--- config.mk ---
export PLATFORM = sky130hd
export DESIGN_NAME = tcs_timer
export DESIGN_NICKNAME = d
export VERILOG_FILES = /design/src/shared/tcs_pkg.sv /design/src/verilog/tcs_timer.sv
export SDC_FILE = /design/constraint.sdc
export NUM_CORES = 1
export LEC_CHECK = 0
export ABC_AREA = 1
export CAP_MARGIN = 20
export CORE_MARGIN = 2
export CORE_UTILIZATION = 33
export CTS_CLUSTER_DIAMETER = 100
export DETAILED_ROUTE_END_ITERATION = 7
export DONT_BUFFER_PORTS = 1
export GPL_TIMING_DRIVEN = 0
export PLACE_DENSITY = 0.45
export RECOVER_POWER = 50
export SLEW_MARGIN = 5
export SYNTH_ARGS = -nofsm -noshare
export SYNTH_HDL_FRONTEND = slang
export SYNTH_SLANG_ARGS = --single-unit
--- constraint.sdc ---
create_clock -name clk_sys_i -period 1.8 [get_ports clk_sys_i]
set_clock_uncertainty 0.05 [all_clocks]
set_input_delay 0.36 -clock clk_sys_i [delete_from_list [all_inputs] [get_ports clk_sys_i]]
set_output_delay 0.36 -clock clk_sys_i [all_outputs]
set_load 0.01 [all_outputs]
--- src/shared/tcs_pkg.sv ---
package tcs_pkg;
    // ****************************************
    // Register map
    // ****************************************
    localparam logic [3:0] ADDR_CLKSEL = 4'h0;
    localparam logic [3:0] ADDR_CTRL = 4'h4;
    localparam logic [3:0] ADDR_COUNT = 4'h8;
    localparam logic [3:0] ADDR_PERIOD = 4'hc;
    localparam logic [3:0] CLKSEL_RESET = 4'h0;
    localparam int CTRL_ON_BIT = 0;
    localparam int CTRL_SYNC_BIT = 1;
    localparam logic [7:0] PERIOD_RESET = 8'hff;
    localparam logic [1:0] RESP_OKAY = 2'h0;
    localparam logic [1:0] RESP_SLVERR = 2'h2;
    // ****************************************
    // Clock select codes
    // ****************************************
    localparam logic [3:0] CS_PIN = 4'h0;
    localparam logic [3:0] CS_FOSC4 = 4'h1;
    localparam logic [3:0] CS_FOSC = 4'h2;
    localparam logic [3:0] CS_HFOSC = 4'h3;
    localparam logic [3:0] CS_LFOSC = 4'h4;
    localparam logic [3:0] CS_MF500 = 4'h5;
    localparam logic [3:0] CS_MF31 = 4'h6;
    localparam logic [3:0] CS_SEC_OSC = 4'h7;
    localparam logic [3:0] CS_REFCLK = 4'h8;
    localparam logic [3:0] CS_NCO = 4'h9;
    localparam logic [3:0] CS_ZCD = 4'ha;
    localparam logic [3:0] CS_LC1 = 4'hb;
    localparam logic [3:0] CS_LC2 = 4'hc;
    localparam logic [3:0] CS_LC3 = 4'hd;
    localparam logic [3:0] CS_LC4 = 4'he;
    localparam logic [3:0] CS_RSVD = 4'hf;
    localparam logic [1:0] DIV4_LAST = 2'h3;

    typedef struct packed {
        logic high_freq_internal_osc;
        logic mid_freq_internal_osc_500k;
        logic mid_freq_internal_osc_31k;
        logic low_freq_internal_osc;
        logic secondary_osc;
        logic reference_clock_out;
        logic numeric_osc_output;
        logic zero_cross_output;
        logic logic_cell_4_output;
        logic logic_cell_3_output;
        logic logic_cell_2_output;
        logic logic_cell_1_output;
        logic ext_clock_pin_route;
    } tcs_src_s;

    typedef struct packed {
        logic high_freq_internal_osc;
        logic mid_freq_internal_osc;
        logic low_freq_internal_osc;
    } tcs_osc_req_s;
endpackage

--- src/verilog/tcs_timer.sv ---
// The register addresses and the AXI4-Lite register port were decided locally.
`timescale 1ns/1ps
module tcs_timer (
    input wire logic clk_sys_i,
    input wire logic reset_n_i,
    input wire tcs_pkg::tcs_src_s src_i,
    input wire logic sleep_i,
    input wire logic [3:0] s_axi_awaddr_i,
    input wire logic s_axi_awvalid_i,
    output logic s_axi_awready_o,
    input wire logic [31:0] s_axi_wdata_i,
    input wire logic [3:0] s_axi_wstrb_i,
    input wire logic s_axi_wvalid_i,
    output logic s_axi_wready_o,
    output logic [1:0] s_axi_bresp_o,
    output logic s_axi_bvalid_o,
    input wire logic s_axi_bready_i,
    input wire logic [3:0] s_axi_araddr_i,
    input wire logic s_axi_arvalid_i,
    output logic s_axi_arready_o,
    output logic [31:0] s_axi_rdata_o,
    output logic [1:0] s_axi_rresp_o,
    output logic s_axi_rvalid_o,
    input wire logic s_axi_rready_i,
    output tcs_pkg::tcs_osc_req_s osc_keep_o,
    output logic [7:0] count_value_o
);
    // ****************************************
    // Registers
    // ****************************************
    logic [3:0] clk_sel;
    logic timer_on;
    logic prescaler_sync_select;
    logic [7:0] count_value;
    logic [7:0] period_value;
    tcs_pkg::tcs_src_s src_m;
    tcs_pkg::tcs_src_s src_s;
    logic sleep_m;
    logic sleep_s;
    logic sel_clk;
    logic sel_clk_d;
    logic [1:0] div4;
    logic tick;
    logic hold;
    logic aw_held;
    logic w_held;
    logic [3:0] aw_addr;
    logic [31:0] w_data;
    logic [3:0] w_strb;
    logic do_write;

    // Sources and sleep come from other domains
    always_ff @(posedge clk_sys_i) begin
        if (!reset_n_i) begin
            src_m <= '0;
            src_s <= '0;
            sleep_m <= 1'b0;
            sleep_s <= 1'b0;
        end else begin
            src_m <= src_i;
            src_s <= src_m;
            sleep_m <= sleep_i;
            sleep_s <= sleep_m;
        end
    end

    // ****************************************
    // Clock source selection
    // ****************************************
    always_comb begin
        case (clk_sel)
            tcs_pkg::CS_LC4: sel_clk = src_s.logic_cell_4_output;
            tcs_pkg::CS_LC3: sel_clk = src_s.logic_cell_3_output;
            tcs_pkg::CS_LC2: sel_clk = src_s.logic_cell_2_output;
            tcs_pkg::CS_LC1: sel_clk = src_s.logic_cell_1_output;
            tcs_pkg::CS_ZCD: sel_clk = src_s.zero_cross_output;
            tcs_pkg::CS_NCO: sel_clk = src_s.numeric_osc_output;
            tcs_pkg::CS_REFCLK: sel_clk = src_s.reference_clock_out;
            tcs_pkg::CS_SEC_OSC: sel_clk = src_s.secondary_osc;
            tcs_pkg::CS_MF31: sel_clk = src_s.mid_freq_internal_osc_31k;
            tcs_pkg::CS_MF500: sel_clk = src_s.mid_freq_internal_osc_500k;
            tcs_pkg::CS_LFOSC: sel_clk = src_s.low_freq_internal_osc;
            tcs_pkg::CS_HFOSC: sel_clk = src_s.high_freq_internal_osc;
            tcs_pkg::CS_FOSC: sel_clk = 1'b1;
            tcs_pkg::CS_FOSC4: sel_clk = (div4 == tcs_pkg::DIV4_LAST);
            tcs_pkg::CS_PIN: sel_clk = src_s.ext_clock_pin_route;
            default: sel_clk = 1'b0; // Reserved code never ticks
        endcase
    end

    always_ff @(posedge clk_sys_i) begin
        if (!reset_n_i) begin
            div4 <= '0;
            sel_clk_d <= 1'b0;
        end else begin
            div4 <= div4 + 2'h1;
            sel_clk_d <= sel_clk;
        end
    end

    // System clock itself ticks every cycle, system clock/4 on its div4 pulse; others on a rising edge
    assign tick = (clk_sel == tcs_pkg::CS_FOSC) ? 1'b1
                : (clk_sel == tcs_pkg::CS_FOSC4) ? sel_clk
                : (sel_clk & ~sel_clk_d);
    assign hold = sleep_s & prescaler_sync_select;

    // ****************************************
    // Counter
    // ****************************************
    always_ff @(posedge clk_sys_i) begin
        if (!reset_n_i || !timer_on) begin
            count_value <= '0;
        end else if (do_write && aw_addr == tcs_pkg::ADDR_COUNT
                     && w_strb[0]) begin
            count_value <= w_data[7:0];
        end else if (tick && !hold) begin
            count_value <= (count_value == period_value) ? 8'h00
                         : count_value + 8'h01;
        end
    end

    always_ff @(posedge clk_sys_i) begin
        if (!reset_n_i) begin
            osc_keep_o <= '0;
            count_value_o <= '0;
        end else begin
            // Keep only the oscillator that is clocking the timer
            osc_keep_o.high_freq_internal_osc <= timer_on
                && clk_sel == tcs_pkg::CS_HFOSC;
            osc_keep_o.mid_freq_internal_osc <= timer_on
                && (clk_sel == tcs_pkg::CS_MF31
                    || clk_sel == tcs_pkg::CS_MF500);
            osc_keep_o.low_freq_internal_osc <= timer_on
                && clk_sel == tcs_pkg::CS_LFOSC;
            count_value_o <= count_value;
        end
    end

    // ****************************************
    // AXI4-Lite slave
    // ****************************************
    assign do_write = aw_held && w_held && !s_axi_bvalid_o;

    always_ff @(posedge clk_sys_i) begin
        if (!reset_n_i) begin
            aw_held <= 1'b0;
            w_held <= 1'b0;
            aw_addr <= '0;
            w_data <= '0;
            w_strb <= '0;
            s_axi_awready_o <= 1'b1;
            s_axi_wready_o <= 1'b1;
            s_axi_bvalid_o <= 1'b0;
            s_axi_bresp_o <= tcs_pkg::RESP_OKAY;
        end else begin
            if (s_axi_awvalid_i && s_axi_awready_o) begin
                aw_held <= 1'b1;
                aw_addr <= s_axi_awaddr_i;
                s_axi_awready_o <= 1'b0;
            end
            if (s_axi_wvalid_i && s_axi_wready_o) begin
                w_held <= 1'b1;
                w_data <= s_axi_wdata_i;
                w_strb <= s_axi_wstrb_i;
                s_axi_wready_o <= 1'b0;
            end
            if (do_write) begin
                aw_held <= 1'b0;
                w_held <= 1'b0;
                s_axi_bvalid_o <= 1'b1;
                s_axi_bresp_o <= (aw_addr[1:0] == 2'h0)
                    ? tcs_pkg::RESP_OKAY : tcs_pkg::RESP_SLVERR;
            end
            if (s_axi_bvalid_o && s_axi_bready_i) begin
                s_axi_bvalid_o <= 1'b0;
                s_axi_awready_o <= 1'b1;
                s_axi_wready_o <= 1'b1;
            end
        end
    end

    always_ff @(posedge clk_sys_i) begin
        if (!reset_n_i) begin
            clk_sel <= tcs_pkg::CLKSEL_RESET;
            timer_on <= 1'b0;
            prescaler_sync_select <= 1'b0;
            period_value <= tcs_pkg::PERIOD_RESET;
        end else if (do_write && w_strb[0]) begin
            case (aw_addr)
                tcs_pkg::ADDR_CLKSEL: clk_sel <= w_data[3:0];
                tcs_pkg::ADDR_CTRL: begin
                    timer_on <= w_data[tcs_pkg::CTRL_ON_BIT];
                    prescaler_sync_select <= w_data[tcs_pkg::CTRL_SYNC_BIT];
                end
                tcs_pkg::ADDR_PERIOD: begin
                    if (!hold) begin
                        period_value <= w_data[7:0];
                    end
                end
                default: ;
            endcase
        end
    end

    always_ff @(posedge clk_sys_i) begin
        if (!reset_n_i) begin
            s_axi_arready_o <= 1'b1;
            s_axi_rvalid_o <= 1'b0;
            s_axi_rdata_o <= '0;
            s_axi_rresp_o <= tcs_pkg::RESP_OKAY;
        end else if (s_axi_arvalid_i && s_axi_arready_o) begin
            s_axi_arready_o <= 1'b0;
            s_axi_rvalid_o <= 1'b1;
            s_axi_rresp_o <= tcs_pkg::RESP_OKAY;
            case (s_axi_araddr_i)
                tcs_pkg::ADDR_CLKSEL: s_axi_rdata_o <= {28'h0, clk_sel};
                tcs_pkg::ADDR_CTRL: s_axi_rdata_o <=
                    {30'h0, prescaler_sync_select, timer_on};
                tcs_pkg::ADDR_COUNT: s_axi_rdata_o <= {24'h0, count_value};
                tcs_pkg::ADDR_PERIOD: s_axi_rdata_o <= {24'h0, period_value};
                default: begin
                    s_axi_rdata_o <= '0;
                    s_axi_rresp_o <= tcs_pkg::RESP_SLVERR;
                end
            endcase
        end else if (s_axi_rvalid_o && s_axi_rready_i) begin
            s_axi_rvalid_o <= 1'b0;
            s_axi_arready_o <= 1'b1;
        end
    end

    // ****************************************
    // Checks
    // ****************************************
    property p_sleep_hold;
        @(posedge clk_sys_i) disable iff (!reset_n_i)
        (hold && timer_on && $past(hold) && $past(timer_on)
         && !$past(do_write)) |-> $stable(count_value);
    endproperty
    a_sleep_hold: assert property (p_sleep_hold)
        else $error("count moved while held in sleep");

    property p_period_hold;
        @(posedge clk_sys_i) disable iff (!reset_n_i)
        $past(hold) |-> $stable(period_value);
    endproperty
    a_period_hold: assert property (p_period_hold)
        else $error("period changed in sleep");

    property p_fosc_counts;
        @(posedge clk_sys_i) disable iff (!reset_n_i)
        (timer_on && !hold && clk_sel == tcs_pkg::CS_FOSC && !do_write
         && count_value != period_value) ##1 timer_on
        |-> count_value == $past(count_value) + 8'h01;
    endproperty
    a_fosc_counts: assert property (p_fosc_counts)
        else $error("system clock source did not count");

    property p_osc_keep;
        @(posedge clk_sys_i) disable iff (!reset_n_i)
        (timer_on && clk_sel == tcs_pkg::CS_LFOSC)
        |=> osc_keep_o.low_freq_internal_osc;
    endproperty
    a_osc_keep: assert property (p_osc_keep)
        else $error("low oscillator not kept");

    property p_rsvd_still;
        @(posedge clk_sys_i) disable iff (!reset_n_i)
        (clk_sel == tcs_pkg::CS_RSVD && !do_write && timer_on)
        ##1 timer_on |-> $stable(count_value);
    endproperty
    a_rsvd_still: assert property (p_rsvd_still)
        else $error("reserved source ticked");

    property p_upper_zero;
        @(posedge clk_sys_i) disable iff (!reset_n_i)
        (s_axi_rvalid_o && $rose(s_axi_rvalid_o)
         && $past(s_axi_araddr_i) == tcs_pkg::ADDR_CLKSEL)
        |-> s_axi_rdata_o[31:4] == 28'h0;
    endproperty
    a_upper_zero: assert property (p_upper_zero)
        else $error("upper select bits not zero");

    property p_off_clear;
        @(posedge clk_sys_i) disable iff (!reset_n_i)
        !timer_on |=> count_value == 8'h00;
    endproperty
    a_off_clear: assert property (p_off_clear)
        else $error("counter not cleared while off");

    property p_reset_sel;
        @(posedge clk_sys_i) !reset_n_i |=> clk_sel == tcs_pkg::CS_PIN;
    endproperty
    a_reset_sel: assert property (p_reset_sel)
        else $error("select not zero after reset");
endmodule

==> results by group <==
Global route
  – Number of global-route vias before repair: 2980
  – Grt ovf: 0
  – Total GRT Usage: 15.33%
  – Initial antenna violation count: 0
  – First-pass GRT wire length: 14.99 mm
  – Largest net degree at the start of global routing: 17

Setup path
  – Worst path required time: 2000 ps
  – Internal reg-to-reg setup slack: 80 ps
  – Critical Path Fanout Max: 7
  – Critical path startpoint category: flop
  – R2r worst-path depth: 14
  – Kind of critical path: reg -> reg
  – Critical path arrival: 1920 ps
  – Critical Path Sink Type: flop
  – R2R Path Start: clk_sel[0]
  – R2r endpoint: count_value[3]

Hold path
  – Hold path depth: 2
  – Hold EP: src_m[2]
  – Hold wc startpoint: src_i[2]
  – Hold WC Path Type: in -> reg

Clock tree
  – Htree depth: 3
  – CTS sink cnt: 94
  – Worst-skew pair later-pin latency: 350 ps
  – Clk slew on worst S/H paths: 70 ps
  – CTS Buffer Depth: 2
  – TritonCTS clock tree: built
  – Root Buffer: clkbuf_16
  – CTS buffer count: 9

Logic synthesis
  – Synth top area share: 48.27%
  – Most numerous cell in the Yosys netlist: nand2_1
  – Largest area contributor in the netlist: dfxtp_1
  – Synthesized area per cell: 7.498 sq um
  – Post-Synthesis Cells: 520
  – Cell Area, Synth: 0.003899 sq mm
  – Async set-reset flop share out of synthesis: 0%
  – Yosys cell types: 32
  – Sequential share of the synthesized area: 48.27%
  – Number of synthesis warnings: 0
  – Synth area leaders: dfxtp_1, nand2_1, inv_1
  – Synth cell count leaders: nand2_1, dfxtp_1, inv_1
  – Flops & latches, synth: 94
  – Number of flops mapped to enable cells by yosys: 0
  – Dominant synthesized flop cell: dfxtp_1

Power and ir drop
  – Worst vdd ir: 0.5072 mV
  – Static leakage power: 2.326 nW
  – Pwr/cell area: 953.1 mW/mm^2
  – Tot Pwr: 4.442 mW

Timing
  – Final period util: 95.53%
  – Setup_tns: 0 ps
  – WHS: 55.06 ps
  – RSZ-0062 raised after global routing: yes
  – # setup viols final: 0
  – Final hold vios: 0
  – Max-slew violations: 0
  – Setup ws final: 80.40 ps
  – Minimum clock period after layout: 1720 ps
  – Max_slew headroom: 56.78%
  – Max Clock Freq: 0.5815 GHz
  – Worst-Margin Slew: 648.3 ps

Route
  – Initial DRC Count: 114
  – Vias post-DR: 3219
  – Post-Route WL: 9.515 mm
  – Via density per instance: 4.527
  – ANT nets after route: 0
  – Drt first pass iters: 4
  – WL/cell: 13.38 microns
  – DRC viols: 0

Cells and area
  – Layout Cells excl Fill: 711
  – Syn-to-layout area delta: 19.54%
  – Nets: 631
  – Post-route cell area: 0.004661 sq mm
  – Share of cells above drive strength 1: 14.79%
  – Post-layout util: 40.64%
  – Antenna cells: 0

Job
  – Number of max-cap violations: 0

Floorplan
  – Die area: 0.01270 sq mm
  – I/O Pins: 117
  – Core Rows: 39
  – Core area: 0.01147 sq mm
  – Initial Util: 34.00%
  – Die W: 112.7 microns
  – Die height: 112.7 microns

Placement
  – Pre-CTS setup slack: -152.5 ps
  – Dpl cells: 688
  – Area after DPL: 0.004172 sq mm
  – Port bufs: 0
  – GPL Wtd Cong: 0.8542
  – DP Wirelength: 7.008 mm

Outcome
  – Outcome: finished, final reports clean
-- flip-flops by register name (all words and copies together), names as in the netlist, 2 cells and up --
register / flops
src_m: 13
s_axi_rdata_o: 8
w_data: 8
osc_keep_o: 3
count_value: 8
src_s: 13
count_value_o: 8
clk_sel: 4
period_value: 8
div4: 2
aw_addr: 4
-- cells in the final DEF, fill, tap and decap left out, drive strengths merged --
cell      count
o211ai        8
conb         26
inv          85
nand3        30
bufinv        1
nor3          4
ha            2
a21oi        37
o21a          1
nand2       120
xor2          7
o2111ai       1
buf          37
clkinv        2
o221ai        2
nor4          1
clkbuf       22
nand4         5
nor2         39
clkinvlp      2
and3          1
xnor2         4
dfxtp        94
o21ai        29
o22ai         8
-- report_power, final --
group / internal (mW) / switching [mW]
sequential: 2.15 / 0.0466
clock: 1.08 / 0.840
combinational: 0.119 / 0.204
total: 3.35 / 1.09
-- routing by layer --
layer	part of all wire (%)	GRT usage (%)	wire (microns)
met4	1.8	7.642	176
met5	0	0	0
met1	47	19.66	4510
met2	44	23.87	4222
met3	6.3	4.124	604
-- cell type report --
| class | count | area (sq um) |
|---|---|---|
| Timing Repair Buffer | 9 | 85.08 |
| Multi-Input combinational cell | 325 | 1615 |
| Fill cell | 1218 | 6807 |
| Tap cell | 143 | 178.9 |
| Inverter | 84 | 322.8 |
| Clock inverter | 6 | 71.32 |
| Clock buffer | 9 | 225.2 |
| Buffer | 41 | 266.5 |
| Sequential cell | 94 | 1896 |
-- what timing repair did --
item                       CTS  global route
pin swaps                    1             3
setup buffers                1             7
gates resized for setup      8            29
setup endpoints to repair   16             9
hold buffers                 0             0
gates cloned                 0             1
-- worst max-delay path, stage by stage (launching register included) --
cell	delay, ps
dfxtp_4	420
inv_6	60
nor2_4	160
nand3_2	70
nand2_1	60
inv_1	40
nand2_2	50
nor2_2	40
nand2_1	50
nand2_1	60
nand2_2	90
nand2_4	100
clkbuf_16	180
a21oi_2	140
nor2_1	60
-- cells by family after synthesis --
kind of cell	synth area share (%)
other	0.09618
xor gates and xnor gates	2.471
DFF	48.27
and+or+nand+nor	21.50
buffers and inverters	14.86
adders and majority gates	0.6417
AOI/OAI and AO/OA	12.16
-- worst max path at each step --
stage                         startpoint         endpoint  depth (start not counted)
after detailed placement  s_axi_bvalid_o  period_value[5]                          7
final                         clk_sel[0]   count_value[3]                         14
after floorplan           s_axi_bvalid_o  period_value[4]                          7
after global placement    s_axi_bvalid_o  period_value[6]                          7
after global routing          clk_sel[0]   count_value[3]                         14
after CTS                     clk_sel[3]   count_value[3]                         13
(Power assumes the default switching activity.)
